===== src/core/mppf_consts.vh =====
/*
  Constants for the multipurpose pin function and modulated output block:
  register offsets, field positions, reset values and function codes.
  Assumes it is included by bare name from the design file.
*/
`ifndef MPPF_CONSTS_VH
`define MPPF_CONSTS_VH

// ==================================================================
// Register offsets
`define MPPF_OFS_MOD_CTRL   8'h36
`define MPPF_OFS_PATTERN    8'h37
`define MPPF_OFS_PIN0_FUNC  8'h38
`define MPPF_OFS_PIN1_FUNC  8'h39

// ==================================================================
// Reset values
`define MPPF_RST_MOD_CTRL   8'h00
`define MPPF_RST_PATTERN    8'h00
`define MPPF_RST_PIN0_FUNC  8'h00
`define MPPF_RST_PIN1_FUNC  8'h10

// ==================================================================
// Field positions in modulated_output_control
`define MPPF_SEL_LSB        0
`define MPPF_SEL_MSB        1
`define MPPF_CH_LSB         2
`define MPPF_CH_MSB         3
`define MPPF_INS_BIT        4

// ==================================================================
// Output select and pattern channel codes
`define MPPF_SEL_OFF        2'h0
`define MPPF_SEL_LEFT       2'h1
`define MPPF_SEL_RIGHT      2'h2
`define MPPF_SEL_STEREO     2'h3
`define MPPF_CH_BOTH        2'h0
`define MPPF_CH_LEFT        2'h1
`define MPPF_CH_RIGHT       2'h2

// ==================================================================
// Pin function codes
`define MPPF_FN_SERIAL      5'h00
`define MPPF_FN_BANK        5'h0B
`define MPPF_FN_COMP        5'h0E
`define MPPF_FN_BYPASS      5'h0F
`define MPPF_FN_VOL_UP      5'h10
`define MPPF_FN_VOL_DN      5'h11
`define MPPF_FN_MOD_OUT     5'h12

// ==================================================================
// Pattern framing: last gap count (64 audio pairs per gap), last pattern bit index
`define MPPF_PAT_GAP        6'h3F
`define MPPF_PAT_LAST       3'h7

`endif


===== src/core/mppf_top.v =====
/*
  Multipurpose pin function selection for the first two pins and the
  stereo modulated output stream with control pattern insertion, plus
  the sample FIFO in front of the stream serializer.
  Assumes one clock mclk, a synchronous active-low reset nrst, an
  audio core that supplies left/right modulated bits with valid/ready
  and consumes the mute and control levels, and a simple register port.
*/
`timescale 1ns/1ns
`include "mppf_consts.vh"

// ==================================================================
// Sample FIFO
module mppf_fifo #(
  parameter WIDTH = 2,
  parameter DEPTH = 16,
  parameter AW    = 4
) (
  input  wire             mclk,
  input  wire             nrst,
  input  wire [WIDTH-1:0] in_data,
  input  wire             in_valid,
  output wire             in_ready,
  output wire [WIDTH-1:0] out_data,
  output wire             out_valid,
  input  wire             out_ready
);
  reg  [WIDTH-1:0] mem [0:DEPTH-1]; // Storage words
  reg  [AW:0]      wptr_reg;        // Write pointer with wrap bit
  reg  [AW:0]      rptr_reg;        // Read pointer with wrap bit
  wire             full;
  wire             empty;
  wire             push;
  wire             pop;

  assign full      = (wptr_reg[AW] != rptr_reg[AW]) && (wptr_reg[AW-1:0] == rptr_reg[AW-1:0]);
  assign empty     = (wptr_reg == rptr_reg);
  assign in_ready  = !full;
  assign out_valid = !empty;
  assign push      = in_valid && !full;
  assign pop       = out_ready && !empty;
  assign out_data  = mem[rptr_reg[AW-1:0]];

  // Memory write, no reset needed on data
  always @(posedge mclk)
  begin
    if (push)
    begin
      mem[wptr_reg[AW-1:0]] <= in_data;
    end
  end

  // Pointer update
  always @(posedge mclk)
  begin
    if (!nrst)
    begin
      wptr_reg <= {(AW+1){1'b0}};
      rptr_reg <= {(AW+1){1'b0}};
    end
    else
    begin
      if (push)
        wptr_reg <= wptr_reg + 1'b1;
      if (pop)
        rptr_reg <= rptr_reg + 1'b1;
    end
  end
endmodule // mppf_fifo

// ==================================================================
// Top level
// Summary of operation
// - Select field: off, left, right, stereo
// - Insertion bit gates pattern into stream
// - Pattern channel: both, left, right; 11 reserved
// - Eight-bit pattern byte, reset zero
// - Pin zero code zero is playback data
// - Codes 8-10 mute playback converters
// - Bank, compression, bypass codes; 12,13 reserved
// - Codes 16,17 are volume up/down buttons
// - Pin one code zero is capture data
// - Pin one code 18 carries modulated output
// - Pin one function resets to 0x10
module mppf_top (
  input  wire       mclk,
  input  wire       nrst,
  input  wire [7:0] reg_addr,
  input  wire [7:0] reg_wdata,
  input  wire       reg_wr,
  input  wire       reg_rd,
  output reg  [7:0] reg_rdata,
  input  wire       samp_left,
  input  wire       samp_right,
  input  wire       samp_valid,
  output wire       samp_ready,
  input  wire       playback_data_pin_i,
  output wire       playback_data_pin_o,
  output wire       playback_data_pin_oe_n,
  input  wire       capture_data_pin_i,
  output reg        capture_data_pin_o,
  output reg        capture_data_pin_oe_n,
  output reg        playback_sdata,
  input  wire       capture_sdata,
  output reg  [3:0] capture_mute,
  output reg  [1:0] playback_mute,
  output reg        bank_select,
  output reg        compress_enable,
  output reg        bypass_enable,
  output reg        vol_up,
  output reg        vol_down
);
  // State codes of the stream framer
  localparam ST_AUDIO   = 2'b01; // Audio pairs pass through
  localparam ST_PATTERN = 2'b10; // Pattern bits replace audio
  // Full-width reset value; only the low five bits are stored
  localparam [7:0] RST_MOD_CTRL = `MPPF_RST_MOD_CTRL;

  reg  [4:0] mod_ctrl_reg;     // Insert, channel, select
  reg  [7:0] pattern_reg;      // Control pattern byte
  reg  [7:0] pin0_func_reg;    // Pin zero function, reserved bits kept
  reg  [7:0] pin1_func_reg;    // Pin one function, reserved bits kept
  reg  [1:0] sync1_reg;        // First synchroniser stage
  reg  [1:0] sync2_reg;        // Second synchroniser stage
  reg  [1:0] state_reg;        // Framer state
  reg  [5:0] gap_reg;          // Audio pairs since last burst
  reg  [2:0] bit_idx_reg;      // Pattern bit index
  reg        phase_reg;        // 0 left slot, 1 right slot
  reg  [1:0] pair_reg;         // Held pair for right slot
  reg        mod_bit_reg;      // Serial modulated bit
  wire [1:0] sel;
  wire [1:0] ch;
  wire       ins;
  wire [1:0] fifo_data;
  wire       fifo_valid;
  wire       fifo_ready;
  wire       pop;
  wire [1:0] cur_pair;
  wire       pat_bit;
  wire [10:0] ctl0;
  wire [10:0] ctl1;
  wire [10:0] ctl_all;

  assign sel = mod_ctrl_reg[`MPPF_SEL_MSB:`MPPF_SEL_LSB];
  assign ch  = mod_ctrl_reg[`MPPF_CH_MSB:`MPPF_CH_LSB];
  assign ins = mod_ctrl_reg[`MPPF_INS_BIT];

  // Pin zero only ever listens, so it is never driven
  assign playback_data_pin_o    = 1'b0;
  assign playback_data_pin_oe_n = 1'b1;

  // ================================================================
  // Control decode shared by both pins
  // Bit order: cap_mute[3:0], pb_mute[5:4], bank, comp, byp, up, down
  function [10:0] ctl_decode;
    input [4:0] code;
    input       lvl;
    reg   [10:0] v;
    begin
      v = 11'h000;
      case (code)
        5'h01: v[0] = lvl;
        5'h02: v[1] = lvl;
        5'h03: v[2] = lvl;
        5'h04: v[3] = lvl;
        5'h05: v[1:0] = {2{lvl}};
        5'h06: v[3:2] = {2{lvl}};
        5'h07: v[3:0] = {4{lvl}};
        5'h08: v[4] = lvl;
        5'h09: v[5] = lvl;
        5'h0A: v[5:4] = {2{lvl}};
        `MPPF_FN_BANK:   v[6] = lvl;
        `MPPF_FN_COMP:   v[7] = lvl;
        `MPPF_FN_BYPASS: v[8] = lvl;
        `MPPF_FN_VOL_UP: v[9] = lvl;
        `MPPF_FN_VOL_DN: v[10] = lvl;
        default: v = 11'h000;
      endcase
      ctl_decode = v;
    end
  endfunction

  // ================================================================
  // Register port: writes and registered read data
  always @(posedge mclk)
  begin
    if (!nrst)
    begin
      mod_ctrl_reg  <= RST_MOD_CTRL[4:0];
      pattern_reg   <= `MPPF_RST_PATTERN;
      pin0_func_reg <= `MPPF_RST_PIN0_FUNC;
      pin1_func_reg <= `MPPF_RST_PIN1_FUNC;
      reg_rdata     <= 8'h00;
    end
    else
    begin
      if (reg_wr)
      begin
        case (reg_addr)
          `MPPF_OFS_MOD_CTRL:  mod_ctrl_reg  <= reg_wdata[4:0];
          `MPPF_OFS_PATTERN:   pattern_reg   <= reg_wdata;
          `MPPF_OFS_PIN0_FUNC: pin0_func_reg <= reg_wdata;
          `MPPF_OFS_PIN1_FUNC: pin1_func_reg <= reg_wdata;
          default: ;                                        // Unmapped write ignored
        endcase
      end
      if (reg_rd)
      begin
        case (reg_addr)
          `MPPF_OFS_MOD_CTRL:  reg_rdata <= {3'h0, mod_ctrl_reg};
          `MPPF_OFS_PATTERN:   reg_rdata <= pattern_reg;
          `MPPF_OFS_PIN0_FUNC: reg_rdata <= pin0_func_reg;
          `MPPF_OFS_PIN1_FUNC: reg_rdata <= pin1_func_reg;
          default:             reg_rdata <= 8'h00;         // Unmapped reads zero
        endcase
      end
    end
  end

  // ================================================================
  // Pin input synchronisers, two stages per pin
  genvar gi;
  generate
    for (gi = 0; gi < 2; gi = gi + 1)
    begin : g_sync
      always @(posedge mclk)
      begin
        if (!nrst)
        begin
          sync1_reg[gi] <= 1'b0;
          sync2_reg[gi] <= 1'b0;
        end
        else
        begin
          sync1_reg[gi] <= (gi == 0) ? playback_data_pin_i : capture_data_pin_i;
          sync2_reg[gi] <= sync1_reg[gi];
        end
      end
    end
  endgenerate

  // ================================================================
  // Control outputs: both pins OR onto the same actions
  assign ctl0    = ctl_decode(pin0_func_reg[4:0], sync2_reg[0]);
  assign ctl1    = ctl_decode(pin1_func_reg[4:0], sync2_reg[1]);
  assign ctl_all = ctl0 | ctl1;

  // Registered control levels towards the audio core
  always @(posedge mclk)
  begin
    if (!nrst)
    begin
      capture_mute    <= 4'h0;
      playback_mute   <= 2'h0;
      bank_select     <= 1'b0;
      compress_enable <= 1'b0;
      bypass_enable   <= 1'b0;
      vol_up          <= 1'b0;
      vol_down        <= 1'b0;
      playback_sdata  <= 1'b0;
    end
    else
    begin
      capture_mute    <= ctl_all[3:0];
      playback_mute   <= ctl_all[5:4];
      bank_select     <= ctl_all[6];
      compress_enable <= ctl_all[7];
      bypass_enable   <= ctl_all[8];
      vol_up          <= ctl_all[9];
      vol_down        <= ctl_all[10];
      // Serial data passes only in the serial function
      playback_sdata  <= (pin0_func_reg[4:0] == `MPPF_FN_SERIAL) & sync2_reg[0];
    end
  end

  // ================================================================
  // Pin one output drive
  always @(posedge mclk)
  begin
    if (!nrst)
    begin
      capture_data_pin_o    <= 1'b0;
      capture_data_pin_oe_n <= 1'b1;
    end
    else
    begin
      case (pin1_func_reg[4:0])
        `MPPF_FN_SERIAL:
        begin
          capture_data_pin_o    <= capture_sdata;
          capture_data_pin_oe_n <= 1'b0;
        end
        `MPPF_FN_MOD_OUT:
        begin
          capture_data_pin_o    <= mod_bit_reg;
          capture_data_pin_oe_n <= 1'b0;
        end
        default:
        begin
          // Control and reserved codes release the pin
          capture_data_pin_o    <= 1'b0;
          capture_data_pin_oe_n <= 1'b1;
        end
      endcase
    end
  end

  // ================================================================
  // Sample FIFO; stalls the core while the stream is off
  mppf_fifo #(
    .WIDTH (2),
    .DEPTH (16),
    .AW    (4)
  ) u_fifo (
    .mclk      (mclk),
    .nrst      (nrst),
    .in_data   ({samp_left, samp_right}),
    .in_valid  (samp_valid),
    .in_ready  (samp_ready),
    .out_data  (fifo_data),
    .out_valid (fifo_valid),
    .out_ready (fifo_ready)
  );

  // One pair taken per two cycles, at the left slot only
  assign fifo_ready = (sel != `MPPF_SEL_OFF) && !phase_reg;
  assign pop        = fifo_ready && fifo_valid;
  assign cur_pair   = phase_reg ? pair_reg : fifo_data;
  assign pat_bit    = pattern_reg[3'h7 - bit_idx_reg];

  // ================================================================
  // Slot bit selection with pattern overlay
  function slot_bit;
    input [1:0] s;
    input [1:0] c;
    input [1:0] pr;
    input       right;
    input       pat_on;
    input       pb;
    reg         b;
    begin
      case (s)
        `MPPF_SEL_LEFT:   b = pr[1];
        `MPPF_SEL_RIGHT:  b = pr[0];
        `MPPF_SEL_STEREO: b = right ? pr[0] : pr[1];
        default:          b = 1'b0;
      endcase
      // Reserved channel code inserts nothing
      if (pat_on && ((c == `MPPF_CH_BOTH) ||
                     (c == `MPPF_CH_LEFT && !right) ||
                     (c == `MPPF_CH_RIGHT && right)))
        b = pb;
      slot_bit = b;
    end
  endfunction

  // ================================================================
  // Stream framer and serializer
  // A burst of eight pattern pairs follows every gap of audio pairs;
  // underrun sends zero rather than repeating stale audio.
  always @(posedge mclk)
  begin
    if (!nrst || sel == `MPPF_SEL_OFF)
    begin
      state_reg   <= ST_AUDIO;
      gap_reg     <= 6'h00;
      bit_idx_reg <= 3'h0;
      phase_reg   <= 1'b0;
      pair_reg    <= 2'h0;
      mod_bit_reg <= 1'b0;
    end
    else if (!phase_reg)
    begin
      if (pop)
      begin
        pair_reg    <= fifo_data;
        phase_reg   <= 1'b1;
        mod_bit_reg <= slot_bit(sel, ch, cur_pair, 1'b0, (state_reg == ST_PATTERN), pat_bit);
      end
      else
      begin
        mod_bit_reg <= 1'b0;
      end
    end
    else
    begin
      phase_reg   <= 1'b0;
      mod_bit_reg <= slot_bit(sel, ch, cur_pair, 1'b1, (state_reg == ST_PATTERN), pat_bit);
      case (state_reg)
        ST_AUDIO:
        begin
          if (gap_reg == `MPPF_PAT_GAP)
          begin
            gap_reg <= 6'h00;
            if (ins)
              state_reg <= ST_PATTERN;
          end
          else
            gap_reg <= gap_reg + 6'h01;
        end
        ST_PATTERN:
        begin
          bit_idx_reg <= bit_idx_reg + 3'h1;
          if (bit_idx_reg == `MPPF_PAT_LAST || !ins)
          begin
            bit_idx_reg <= 3'h0;
            state_reg   <= ST_AUDIO;
          end
        end
        default:
          state_reg <= ST_AUDIO;
      endcase
    end
  end
endmodule // mppf_top


===== config.mk =====
export PLATFORM = sky130hd
export DESIGN_NAME = mppf_top
export DESIGN_NICKNAME = d
export VERILOG_FILES = /design/src/core/mppf_top.v
export VERILOG_INCLUDE_DIRS = /design/src /design/src/core
export SDC_FILE = /design/constraint.sdc
export NUM_CORES = 1
export LEC_CHECK = 0
export ABC_AREA = 1
export BUFFER_PORTS_ARGS = -buffer_cell sky130_fd_sc_hd__buf_4
export CAP_MARGIN = 25
export CORE_MARGIN = 5
export CORE_UTILIZATION = 53
export CTS_CLUSTER_SIZE = 25
export DETAILED_ROUTE_END_ITERATION = 16
export PLACE_DENSITY = 0.75
export SLEW_MARGIN = 15
export SYNTH_ARGS = -nofsm -noshare
export SYNTH_HDL_FRONTEND = slang
export SYNTH_SLANG_ARGS = --single-unit

===== constraint.sdc =====
create_clock -name mclk -period 1.45 [get_ports mclk]
set_input_delay 0.29 -clock mclk [delete_from_list [all_inputs] [get_ports mclk]]
set_output_delay 0.29 -clock mclk [all_outputs]
set_load 0.1 [all_outputs]

==> results.sh <==
export IMPL_cap_violations=0
export IMPL_slowest_stage="dfxtp_2"
export IMPL_min_from="reg_wdata[4]"
export IMPL_hold_viol=0
export IMPL_layout_setup_ws_ps=-463
export IMPL_setup_tns_ps=-9130
export IMPL_via_count=4858
export IMPL_hold_end="pin1_func_reg[4]"
export IMPL_drc=0
export IMPL_antenna_left=0
export IMPL_cts_reportedPaths_clkPinSlew_ps=60
export IMPL_h_tree_depth=4
export IMPL_hold_depth=3
export IMPL_cts_sinks=116
export IMPL_core_area_um2=9680
export IMPL_antenna_found_initial=0
export IMPL_fmax_mhz=523
export IMPL_drt_total_wl_mm=14.0
export IMPL_start_util_pct=54.0
export IMPL_fin_nets=789
export IMPL_violations="setup timing"
export IMPL_max_vdd_ir_drop_v=0.000719
export IMPL_power_frac_comb_pct=5.1
export IMPL_cts_buffer_depth=2
export IMPL_crit_fanout=3
export IMPL_cp_arrival_ps=1620
export IMPL_synthCells=649
export IMPL_design_area_um2=7090
export IMPL_die_area_um2=12000
export IMPL_fin_crit_ps=1910
export IMPL_max_stage_delay_ps=340
export IMPL_synth_edff_count=32
export IMPL_num_rows=36
export IMPL_io_buffers=48
export IMPL_postSynthAreaPerCell_um2=8.06
export IMPL_worstHoldPathType="input port to flip-flop"
export IMPL_grt_pass1_vias=4792
export IMPL_grt_start_max_net_pins=38
export IMPL_yosys_area_top_type="dfxtp_1"
export IMPL_io_pins=51
export IMPL_internal_power_mw=5.96
export IMPL_synth_area_top_cells="dfxtp_1, edfxtp_1, nand2_1"
export IMPL_cp_start_kind="flip-flop"
export IMPL_switching_share_pct=23.4
export IMPL_ys_types=44
export IMPL_syn_nets=683
export IMPL_die_w_um=109
export IMPL_ys_flop_type="dfxtp_1"
export IMPL_fin_crit_sh_pct=132
export IMPL_r2r_start="u_fifo.wptr_reg[4]"
export IMPL_areaGrowthSynthToFinish_pct=35.4
export IMPL_seq_power_share_pct=43.2
export IMPL_grt_pass1_wl_mm=21.7
export IMPL_synth_seq_area_share_pct=50.5
export IMPL_dp_hpwl_mm=9.02
export IMPL_netlist_area_leader_share_pct=32.1
export IMPL_layout_common_cells="nand2_1, buf_4, inv_1"
export IMPL_p_per_area_nw_per_um2=1100
export IMPL_rrSetupSlack_ps=-340
export IMPL_cp_end_kind="primary output"
export IMPL_globalRouteTotalUtil_pct=23.4
export IMPL_antenna_cells=0
export IMPL_tritoncts="built"
export IMPL_rsz0062_at_grt="yes"
export IMPL_cp_required_ps=1160
export IMPL_final_common_cell="nand2_1"
export IMPL_clkPwrFrac_pct=51.7
export IMPL_layout_drive_gt1_share_pct=29.9
export IMPL_setup_worst_path_class="flip-flop to primary output"
export IMPL_setup_viol=50
export IMPL_place_area_um2=6020
export IMPL_syn_area_um2=5230
export IMPL_yosys_warnings=0
export IMPL_fin_worst_skew_ps=7.86
export IMPL_clockRootBuffer="clkbuf_8"
export IMPL_leakagePower_nw=2.95
export IMPL_run_status="complete, but fails checks"
export IMPL_path_cells="inv_1 -> or2_1 -> nand2_2 -> nand3_4 -> buf_6 -> buf_12"
export IMPL_timing_rr_end="u_fifo.wptr_reg[3]"
export IMPL_dp_slack_ps=-189
export IMPL_ys_ff_latch=116
export IMPL_numCtsBuffers=17
export IMPL_globalplace_congestion=0.922
export IMPL_grt_ovfl_total=0
export IMPL_wire_per_inst_um=15.5
export IMPL_async_flop_share_pct=0
export IMPL_vias_per_cell=5.39
export IMPL_largest_register_ff_count=32
export IMPL_p_sw_mw=1.82
export IMPL_clk_latency_ps=520
export IMPL_reg2regPathDepth=12
export IMPL_die_y_um=109
export IMPL_detail_route_first_pass_iterations=5
export IMPL_slew_violations=0
export IMPL_dr_first_iter_drc_count=260
[worst max path at each step]
| stage | start | end | slack, ps | depth (start not counted) |
|---|---|---|---|---|
| after CTS | u_fifo.wptr_reg[2] | samp_ready | -470 | 5 |
| after global placement | flip-flop | mod_bit_reg | -120 | 11 |
| final | u_fifo.wptr_reg[4] | samp_ready | -460 | 6 |
| after floorplan | u_fifo.wptr_reg[3] | u_fifo.mem[1][0] | -230 | 8 |
| after detailed placement | flip-flop | mod_bit_reg | -190 | 11 |
| after global routing | u_fifo.wptr_reg[4] | samp_ready | -500 | 6 |
[timing repair]
action	4_1_cts	5_1_grt
cloned	0	1
resized for setup	43	68
pin swaps	5	15
endpoints found under the hold margin	2	0
setup buffers	5	5
hold buffers	2	0
endpoints found under the setup margin	25	66
[critical path, delay by kind of cell (launching register included)]
kind	cells	cell delay [ps]
buffers and inverters	3	350
flip-flops	1	340
AND/OR/NAND/NOR	3	390
[stage by stage]
stage / power [mW] / instances / hold WS [ps] / utilization [%]
CTS: 7.77 / 896 / 29.1 / 70.2
finish: 7.78 / 901 / 39.7 / 73.2
global placement: 3.76 / 857 / 402 / 62.1
floorplan: 3.63 / 649 / 388 / -
global route: 8.02 / 901 / 30.8 / 73.2
detailed placement: 3.77 / 857 / 405 / 62.1
[synthesized netlist by cell type, drive strengths merged, types with 3 or more instances]
cell / instances
buf: 10
ha: 8
or2: 4
inv: 88
o211ai: 4
dfxtp: 84
a21oi: 64
a31oi: 5
o221ai: 3
o22ai: 7
nand4: 3
nor2: 60
nand2: 136
clkbuf: 8
nand3: 56
nor3: 14
o21ai: 48
edfxtp: 32
[power groups by stage]
stage | Sequential, mW | Clock, mW | Combinational (mW)
after floorplan | 3.45 | 0 | 0.188
after global placement | 3.43 | 0 | 0.326
after detailed placement | 3.43 | 0 | 0.331
after CTS | 3.36 | 4.05 | 0.355
after global routing | 3.36 | 4.23 | 0.431
final | 3.36 | 4.02 | 0.397
[metal layers]
layer  GRT usage [%]  vias to the layer above  routed length (um)
met5               0                        -                   0
met4            12.4                        0                 458
met3            5.52                       47                 732
met2            40.8                      175                7190
met1            26.5                     2276                5570
li1                -                     2360                   -
[logic make-up (layout without fill, tap and decap cells)]
kind of cell               Yosys count  count (layout)  synth area share, %
buffers and inverters              108             227                 9.38
adders and majority gates            8               8                 1.91
other                                2               2                0.144
and+or+nand+nor                    277             277                 23.5
AOI/OAI and AO/OA                  136             136                 14.2
xor gates and xnor gates             2               2                0.335
DFF                                116             116                 50.5
[cell type report]
class / count / area [um^2]
inverters: 89 / 349
flip-flops and latches: 116 / 2660
repair buffers: 106 / 946
clock buffers: 18 / 418
multi-input cells: 425 / 2390
fillers: 668 / 2600
well taps: 133 / 166
clock inverters: 14 / 153
Note: power is estimated with default switching activity, not from simulation.
